`config.mk`:
```
export PLATFORM = sky130hd
export DESIGN_NAME = branch_group_exec
export DESIGN_NICKNAME = d
export VERILOG_FILES = /design/src/design/branch_group_pkg.sv /design/src/design/branch_group_exec.sv
export SDC_FILE = /design/constraint.sdc
export NUM_CORES = 1
export LEC_CHECK = 0
export BUFFER_PORTS_ARGS = -buffer_cell sky130_fd_sc_hd__buf_2
export CORE_MARGIN = 5
export CORE_UTILIZATION = 45
export CTS_CLUSTER_DIAMETER = 200
export DETAILED_ROUTE_END_ITERATION = 16
export GPL_ROUTABILITY_DRIVEN = 0
export GPL_TIMING_DRIVEN = 0
export MAX_ROUTING_LAYER = met4
export PLACE_DENSITY = 0.76
export SLEW_MARGIN = 10
export SYNTH_ARGS = -nofsm -noshare
export SYNTH_HDL_FRONTEND = slang
export SYNTH_SLANG_ARGS = --single-unit
```
`constraint.sdc`:
```
create_clock -name mclk -period 6.07 [get_ports mclk]
set_input_delay 0.3035 -clock mclk [delete_from_list [all_inputs] [get_ports mclk]]
set_output_delay 0.3035 -clock mclk [all_outputs]
set_load 0.03 [all_outputs]
```
`src/design/branch_group_pkg.sv`:
```
package branch_group_pkg;

  // Opcode bytes handled by this block
  localparam logic [7:0] OP_BRANCH_ZERO = 8'h28;
  localparam logic [7:0] OP_BRANCH_NOT_ZERO = 8'h20;
  localparam logic [7:0] OP_DEC_BRANCH = 8'h10;
  localparam logic [7:0] OP_JUMP_POINTER = 8'hE9;
  localparam logic [7:0] OP_PREFIX_FIRST = 8'hDD;
  localparam logic [7:0] OP_PREFIX_SECOND = 8'hFD;

  // Clock states per machine cycle
  localparam logic [2:0] T_FETCH = 3'h4;
  localparam logic [2:0] T_FETCH_LOOP = 3'h5;
  localparam logic [2:0] T_READ = 3'h3;
  localparam logic [2:0] T_INTERNAL = 3'h5;
  localparam logic [2:0] T_OPCODE_SAMPLE = 3'h3;

  // Reset values
  localparam logic [15:0] PC_RESET = 16'h0000;

  // Register pairs read by the indirect jumps
  typedef struct packed {
    logic [15:0] primary_pointer_pair;
    logic [15:0] first_index_pair;
    logic [15:0] second_index_pair;
  } pointer_pairs_t;

  // Loop count write-back
  typedef struct packed {
    logic wr;
    logic [7:0] value;
  } loop_write_t;

endpackage

```
`src/design/branch_group_exec.sv`:
```
// Notes on behaviour
// - Opcode 28h branches by the signed displacement when the zero flag is one.
// - Opcode 20h branches by the signed displacement when the zero flag is zero.
// - A failed zero-flag branch continues after the two-byte instruction.
// - Targets reckon from the opcode address, reaching -126 to +129 bytes.
// - Displacement byte is added after the counter has passed both bytes.
// - Taken zero-flag branch lasts twelve states: four, three, five.
// - Untaken zero-flag branch lasts seven states: four and three.
// - Opcode E9h loads the primary pointer pair into the counter in four states.
// - DDh then E9h loads the first index pair, eight states, four and four.
// - FDh then E9h loads the second index pair with the same timing.
// - Opcode 10h decrements the loop count and branches if it stays nonzero.
// - When the loop count reaches zero, execution continues after the instruction.
// - Loop branch lasts thirteen states taken, eight states not taken.
// - No instruction of this group writes any condition flag.
// - After a taken branch or jump the next fetch uses the new counter.
`timescale 1ns/10ps
`default_nettype none
module branch_group_exec (
  input wire logic mclk,
  input wire logic sys_rst,
  input wire logic [7:0] mem_data,
  input wire logic zero_flag,
  input wire logic [7:0] loop_count,
  input wire branch_group_pkg::pointer_pairs_t pairs,
  output logic [15:0] mem_addr,
  output logic mem_rd,
  output logic [15:0] pc,
  output branch_group_pkg::loop_write_t loop_write,
  output logic flag_wr,
  output logic instr_done,
  output logic unknown_op
);
  import branch_group_pkg::*;

  typedef enum logic [3:0] {
    ST_FETCH = 4'b0001,
    ST_PREFIX = 4'b0010,
    ST_DISP = 4'b0100,
    ST_INTERNAL = 4'b1000
  } state_t;

  state_t state;
  logic [2:0] tcnt;
  logic [7:0] op;
  logic [7:0] prefix;
  logic [7:0] disp;
  logic taken;
  logic [15:0] op_pc;

  // ==========================================================
  // Decode
  // ==========================================================
  // The opcode is live on the bus in the sampling state, so decode looks through
  // the register there; a loop opcode stretches its own fetch by one state.
  wire [7:0] cur_op = (tcnt == T_OPCODE_SAMPLE) ? mem_data : op;
  wire [2:0] fetch_len = (cur_op == OP_DEC_BRANCH) ? T_FETCH_LOOP : T_FETCH;
  wire [2:0] cyc_len = (state == ST_FETCH) ? fetch_len :
                       (state == ST_PREFIX) ? T_FETCH :
                       (state == ST_DISP) ? T_READ : T_INTERNAL;
  wire last = (tcnt == cyc_len - 3'h1);
  wire [7:0] loop_dec = loop_count - 8'h01;
  wire is_rel = (cur_op == OP_BRANCH_ZERO) || (cur_op == OP_BRANCH_NOT_ZERO);
  wire is_loop = (cur_op == OP_DEC_BRANCH);
  wire is_prefix = (cur_op == OP_PREFIX_FIRST) || (cur_op == OP_PREFIX_SECOND);
  wire cond_taken = ((cur_op == OP_BRANCH_ZERO) && zero_flag) ||
                    ((cur_op == OP_BRANCH_NOT_ZERO) && !zero_flag) ||
                    (is_loop && (loop_dec != 8'h00));
  wire [15:0] pc_inc = pc + 16'h0001;
  wire [15:0] disp_ext = {{8{disp[7]}}, disp};
  wire [15:0] rel_target = pc + disp_ext;
  wire [15:0] index_sel = (prefix == OP_PREFIX_FIRST) ? pairs.first_index_pair :
                          pairs.second_index_pair;
  wire fetch_end = (state == ST_FETCH) && last;
  wire prefix_end = (state == ST_PREFIX) && last;
  wire disp_end = (state == ST_DISP) && last;
  wire internal_end = (state == ST_INTERNAL) && last;
  wire fetch_unknown = fetch_end && !is_rel && !is_loop && !is_prefix &&
                       (cur_op != OP_JUMP_POINTER);
  wire prefix_unknown = prefix_end && (mem_data != OP_JUMP_POINTER);
  // Unsupported opcodes are skipped as one byte, or as two after a prefix, so the block never hangs
  wire next_done = (fetch_end && !is_rel && !is_loop && !is_prefix) ||
                   prefix_end || (disp_end && !taken) || internal_end;

  // ==========================================================
  // Bus and side outputs
  // ==========================================================
  // Every fetch addresses the counter straight from its flop
  assign mem_addr = pc;
  assign mem_rd = (state != ST_INTERNAL);
  // Nothing in this group owns a flag write path
  assign flag_wr = 1'b0;

  // ==========================================================
  // Sequencer
  // ==========================================================
  // One state per clock; the counter moves at the last state of each machine cycle.
  always_ff @(posedge mclk) begin
    if (sys_rst) begin
      state <= ST_FETCH;
      tcnt <= 3'h0;
      op <= 8'h00;
      prefix <= 8'h00;
      disp <= 8'h00;
      taken <= 1'b0;
      pc <= PC_RESET;
      op_pc <= PC_RESET;
      loop_write <= '0;
      instr_done <= 1'b0;
      unknown_op <= 1'b0;
    end else begin
      tcnt <= last ? 3'h0 : tcnt + 3'h1;
      instr_done <= next_done;
      unknown_op <= fetch_unknown || prefix_unknown;
      loop_write.wr <= fetch_end && is_loop;
      loop_write.value <= loop_dec;
      if (state == ST_FETCH && tcnt == 3'h0) begin
        op_pc <= pc;
      end
      if (tcnt == T_OPCODE_SAMPLE && state == ST_FETCH) begin
        op <= mem_data;
      end
      unique case (state)
        ST_FETCH: begin
          if (last) begin
            taken <= cond_taken;
            if (cur_op == OP_JUMP_POINTER) begin
              pc <= pairs.primary_pointer_pair;
            end else begin
              pc <= pc_inc;
            end
            if (is_prefix) begin
              prefix <= cur_op;
              state <= ST_PREFIX;
            end else if (is_rel || is_loop) begin
              state <= ST_DISP;
            end
          end
        end
        ST_PREFIX: begin
          if (last) begin
            pc <= (mem_data == OP_JUMP_POINTER) ? index_sel : pc_inc;
            state <= ST_FETCH;
          end
        end
        ST_DISP: begin
          if (last) begin
            disp <= mem_data;
            pc <= pc_inc;
            state <= taken ? ST_INTERNAL : ST_FETCH;
          end
        end
        ST_INTERNAL: begin
          if (last) begin
            pc <= rel_target;
            state <= ST_FETCH;
          end
        end
      endcase
    end
  end

  // ==========================================================
  // Checks
  // ==========================================================
  // Length of the instruction that ended, valid in the cycle instr_done is high
  logic [4:0] ilen;
  always_ff @(posedge mclk) begin
    if (sys_rst) begin
      ilen <= 5'h00;
    end else begin
      ilen <= instr_done ? 5'h01 : ilen + 5'h01;
    end
  end

  AST_TAKEN_REL_LEN: assert property (@(posedge mclk) disable iff (sys_rst)
    instr_done && taken && (op == OP_BRANCH_ZERO || op == OP_BRANCH_NOT_ZERO) |-> ilen == 5'd12)
    else $error("taken relative branch not twelve states");
  AST_UNTAKEN_REL_LEN: assert property (@(posedge mclk) disable iff (sys_rst)
    instr_done && !taken && (op == OP_BRANCH_ZERO || op == OP_BRANCH_NOT_ZERO) |-> ilen == 5'd7)
    else $error("untaken relative branch not seven states");
  AST_LOOP_LEN: assert property (@(posedge mclk) disable iff (sys_rst)
    instr_done && op == OP_DEC_BRANCH |-> ilen == (taken ? 5'd13 : 5'd8))
    else $error("loop branch length wrong");
  AST_POINTER_JUMP: assert property (@(posedge mclk) disable iff (sys_rst)
    instr_done && op == OP_JUMP_POINTER |-> ilen == 5'd4 && pc == $past(pairs.primary_pointer_pair))
    else $error("pointer jump wrong target or length");
  AST_INDEX_JUMP: assert property (@(posedge mclk) disable iff (sys_rst)
    prefix_end && mem_data == OP_JUMP_POINTER |=> pc == $past(index_sel) && instr_done && ilen == 5'd8)
    else $error("index jump wrong target or length");
  AST_REL_TARGET: assert property (@(posedge mclk) disable iff (sys_rst)
    instr_done && taken && op != OP_JUMP_POINTER |-> pc == op_pc + 16'h0002 + disp_ext)
    else $error("branch target not opcode address plus two plus displacement");
  AST_FALL_THROUGH: assert property (@(posedge mclk) disable iff (sys_rst)
    instr_done && !taken && (op == OP_BRANCH_ZERO || op == OP_BRANCH_NOT_ZERO ||
    op == OP_DEC_BRANCH) |-> pc == op_pc + 16'h0002)
    else $error("untaken branch did not skip two bytes");
  AST_Z_TAKEN: assert property (@(posedge mclk) disable iff (sys_rst)
    fetch_end && cur_op == OP_BRANCH_ZERO |=> taken == $past(zero_flag))
    else $error("zero branch decision wrong");
  AST_LOOP_WRITE: assert property (@(posedge mclk) disable iff (sys_rst)
    fetch_end && is_loop |=> loop_write.wr && loop_write.value == $past(loop_count) - 8'h01 ##1 !loop_write.wr)
    else $error("loop count write wrong");
  AST_FETCH_ADDR: assert property (@(posedge mclk) disable iff (sys_rst)
    instr_done |-> mem_rd && mem_addr == pc && state == ST_FETCH && tcnt == 3'h0)
    else $error("next fetch not at updated counter");
  AST_NO_FLAGS: assert property (@(posedge mclk) disable iff (sys_rst)
    instr_done |-> !flag_wr && !$past(flag_wr))
    else $error("flag write seen");
endmodule
`default_nettype wire

```
==> key figures <==
Clock tree
  • Hold-fix buffers at CTS: 0
  • Reg clk slew, reported paths: 0.08 ns
  • Deepest clock path buffer count: 2
  • Htree depth: 3
  • Clock root cell: clkbuf_8
  • Post-CTS setup buffers: 0
  • CTS tree: done
  • Post-CTS resize count: 0
  • Clock Latency Late Sink: roughly 0.34 ns
  • Clk sinks: 59
  • Total CTS buffers: 9

Critical path
  • Critical Path Start Type: flip-flop
  • Crit Path Max Fanout: 10
  • CP Class: reg2reg
  • Worst EP required: approximately 6.3 ns
  • Critical Path End Type: flip-flop
  • Worst EP arrival: ~4 ns

Floorplan
  • Die height: 109 um
  • Row count: 36
  • Core area: roughly 0.0096 mm^2
  • Num ports: 112
  • Initial Utilization: 0.457
  • Area of the die: between 0.01 and 0.015 mm^2
  • Die Wd: about 110 um

Timing
  • Final worst slack: ~2.3 ns
  • Final TNS setup: 0 ns
  • Fin Hold WS: 0.196 ns
  • Fin. Hold Viols: 0
  • Max Clock Skew: 0.00546 ns
  • Fin crit share: 0.617
  • Worst slew margin: 0.160
  • Max Clk Rate: between 0.2 and 0.3 GHz
  • Setup violations, final: 0
  • Max Slew Vio Count: 0
  • Least-Margin Pin Slew: 1.26 ns
  • Crit path time final: roughly 3.7 ns
  • Unrepaired setup endpoints after global routing: false

Yosys
  • Main synth FF type: dfxtp_1
  • Synth Area in Adders: 0.0642
  • Post-Syn Area: between 0.004 and 0.005 mm^2
  • Mux share of post-synthesis cell area: 0.0753
  • Main combinational cell family by area after synthesis: simple AND/OR/NAND/NOR gates
  • Compound-Gate Fraction of Synth Area: 0.210
  • Mapped Nets: between 600 and 700
  • Simple-gate share of the synthesized area: 0.242
  • Mean Syn Cell Area: between 8 and 9 um^2
  • XOR/XNOR Fraction of Synth Area: 0.0656
  • Number of synthesized flops with an enable pin: 0
  • Cells after Synth: approximately 530
  • Yosys cell types: between 70 and 80
  • Synth warn: 0
  • Async set-reset flop share out of synthesis: 0
  • Sequential share of the synthesized area: 0.268
  • Yosys reg bits: a little under 60

GRT
  • Initial antenna violation count: 0
  • Largest net degree at the start of global routing: 13
  • First-pass GRT wire length: 21.2 mm
  • Vias in the first global route: 4,250
  • Congestion Overflow GR: 0
  • Tot GR Track Use: 0.235

Power and ir drop
  • Total power: 1.60 mW
  • Worst vdd ir: ~160 uV
  • P per Cell Area: 300 mW/mm^2
  • Leakage: ~2.2 nW

Run
  • Maxcap violations: 0

Placement
  • Port Buf Inserts: 109
  • Hpwl dp: about 10 mm
  • DP Worst Slack: 2.35 ns

Layout
  • Commonest non-fill, non-tap cell in the layout: buf_2
  • Share of layout cells above drive strength 1: 0.271
  • N_diodes: 0
  • Layout Nets: 741
  • Area grow syn2layout: 21.5%
  • Number of fillers in the final layout: ~920
  • Core Util, Final: 0.555
  • Highest-count cells in the layout ignoring fill and taps: buf_2, nor2_1, dfxtp_1, nand2_1, mux2i_1

Drt
  • Initial detailed-routing violation count: 244
  • Vias post-DR: about 4,600
  • First-pass iteration count of the detailed router: 5
  • DRT antenna net count: 0
  • Avg WL per Cell: between 15 and 20 um
  • Total wire length: around 14 mm
  • Vias/cell: 5.77
  • DRC: 0

Worst hold path
  • Path category of the worst min-delay check: in2reg

Status
  • Outcome: finished clean
## area by class of cell
type	instances	area, um^2	share of cell area
Buffer	40	267	0.0498
Sequential cell	59	1180	0.221
Multi-Input combinational cell	417	2900	0.541
Clock buffer	10	138	0.0257
Inverter	16	60.1	0.0112
Tap cell	133	166	0.0311
Clock inverter	6	95.1	0.0178
Timing Repair Buffer	109	546	0.102
## critical path, stage by stage (launching register included)
cell       delay, ns
dfxtp_1         0.35
ha_1            0.16
ha_1            0.25
buf_2           0.26
nor3b_1         0.10
o22a_1          0.21
a21oi_1         0.32
nor2_1          0.08
ha_1            0.32
xnor2_1         0.31
and2_1          0.24
o2111ai_1       0.17
and3_1          0.21
buf_6           0.14
a221oi_2        0.18
o211ai_2        0.11
o221a_1         0.24
## synth_stat cells, types with 7 or more instances
library cell	n	share of area
nor3_1	14	0.016
a211oi_1	14	0.024
o22ai_1	10	0.014
clkbuf_1	8	0.0068
nand2_1	39	0.033
a21oi_1	31	0.035
ha_1	21	0.060
mux2i_1	32	0.073
xor2_1	13	0.026
nor2_1	67	0.057
o21a_1	7	0.012
buf_4	19	0.032
dfxtp_1	59	0.27
nand3_1	17	0.019
inv_1	15	0.013
nor3b_1	7	0.012
o21ai_0	22	0.025
xnor2_1	20	0.040
## path summary, 6_finish.rpt
path                 startpoint             to  slack (ns)  depth (start not counted)
setup / recovery        tcnt[0]   mem_addr[14]        2.32                         16
hold / removal    loop_count[0]  loop_write[0]        0.20                          2
setup reg to reg        tcnt[0]   mem_addr[14]        2.32                         16
hold reg to reg           op[0]          op[0]        0.48                          2
## per-stage QoR
step	instances	cell area (um^2)
after global placement	774	5110
final	790	5350
after detailed placement	774	5110
after CTS	790	5350
after floorplan	532	4400
after global routing	790	5350
## per-layer routing
| layer | routed length (um) | GRT usage | up-vias | share of wire |
|---|---|---|---|---|
| li1 | - | - | 2185 | - |
| met1 | 5620 | 0.297 | 2112 | 0.42 |
| met2 | 6170 | 0.371 | 225 | 0.46 |
| met3 | 1290 | 0.0450 | 33 | 0.095 |
| met4 | 413 | 0.0929 | 0 | 0.031 |
| met5 | 0 | - | - | 0 |
## state kept, by name (all words and copies together), names as in the netlist
| signal | count |
|---|---|
| mem_addr | 16 |
| loop_write | 9 |
| disp | 8 |
| op | 8 |
| prefix | 8 |
| state | 4 |
| tcnt | 3 |
| instr_done | 1 |
| taken | 1 |
| unknown_op | 1 |
## report_power, final
group	leakage, nW	switching [mW]	internal, mW
sequential	0.479	0.0795	0.435
clock	0.117	0.180	0.247
combinational	1.64	0.403	0.260
total	2.24	0.663	0.942
## cells by family after synthesis
logic type	Yosys count
AO/OA/AOI/OAI	133
XOR/XNOR	33
adder cells (fa/ha/maj)	22
buffers and inverters	56
flip-flops	59
multiplexers	33
other	1
AND/OR/NAND/NOR	195
(Power assumes the default switching activity.)
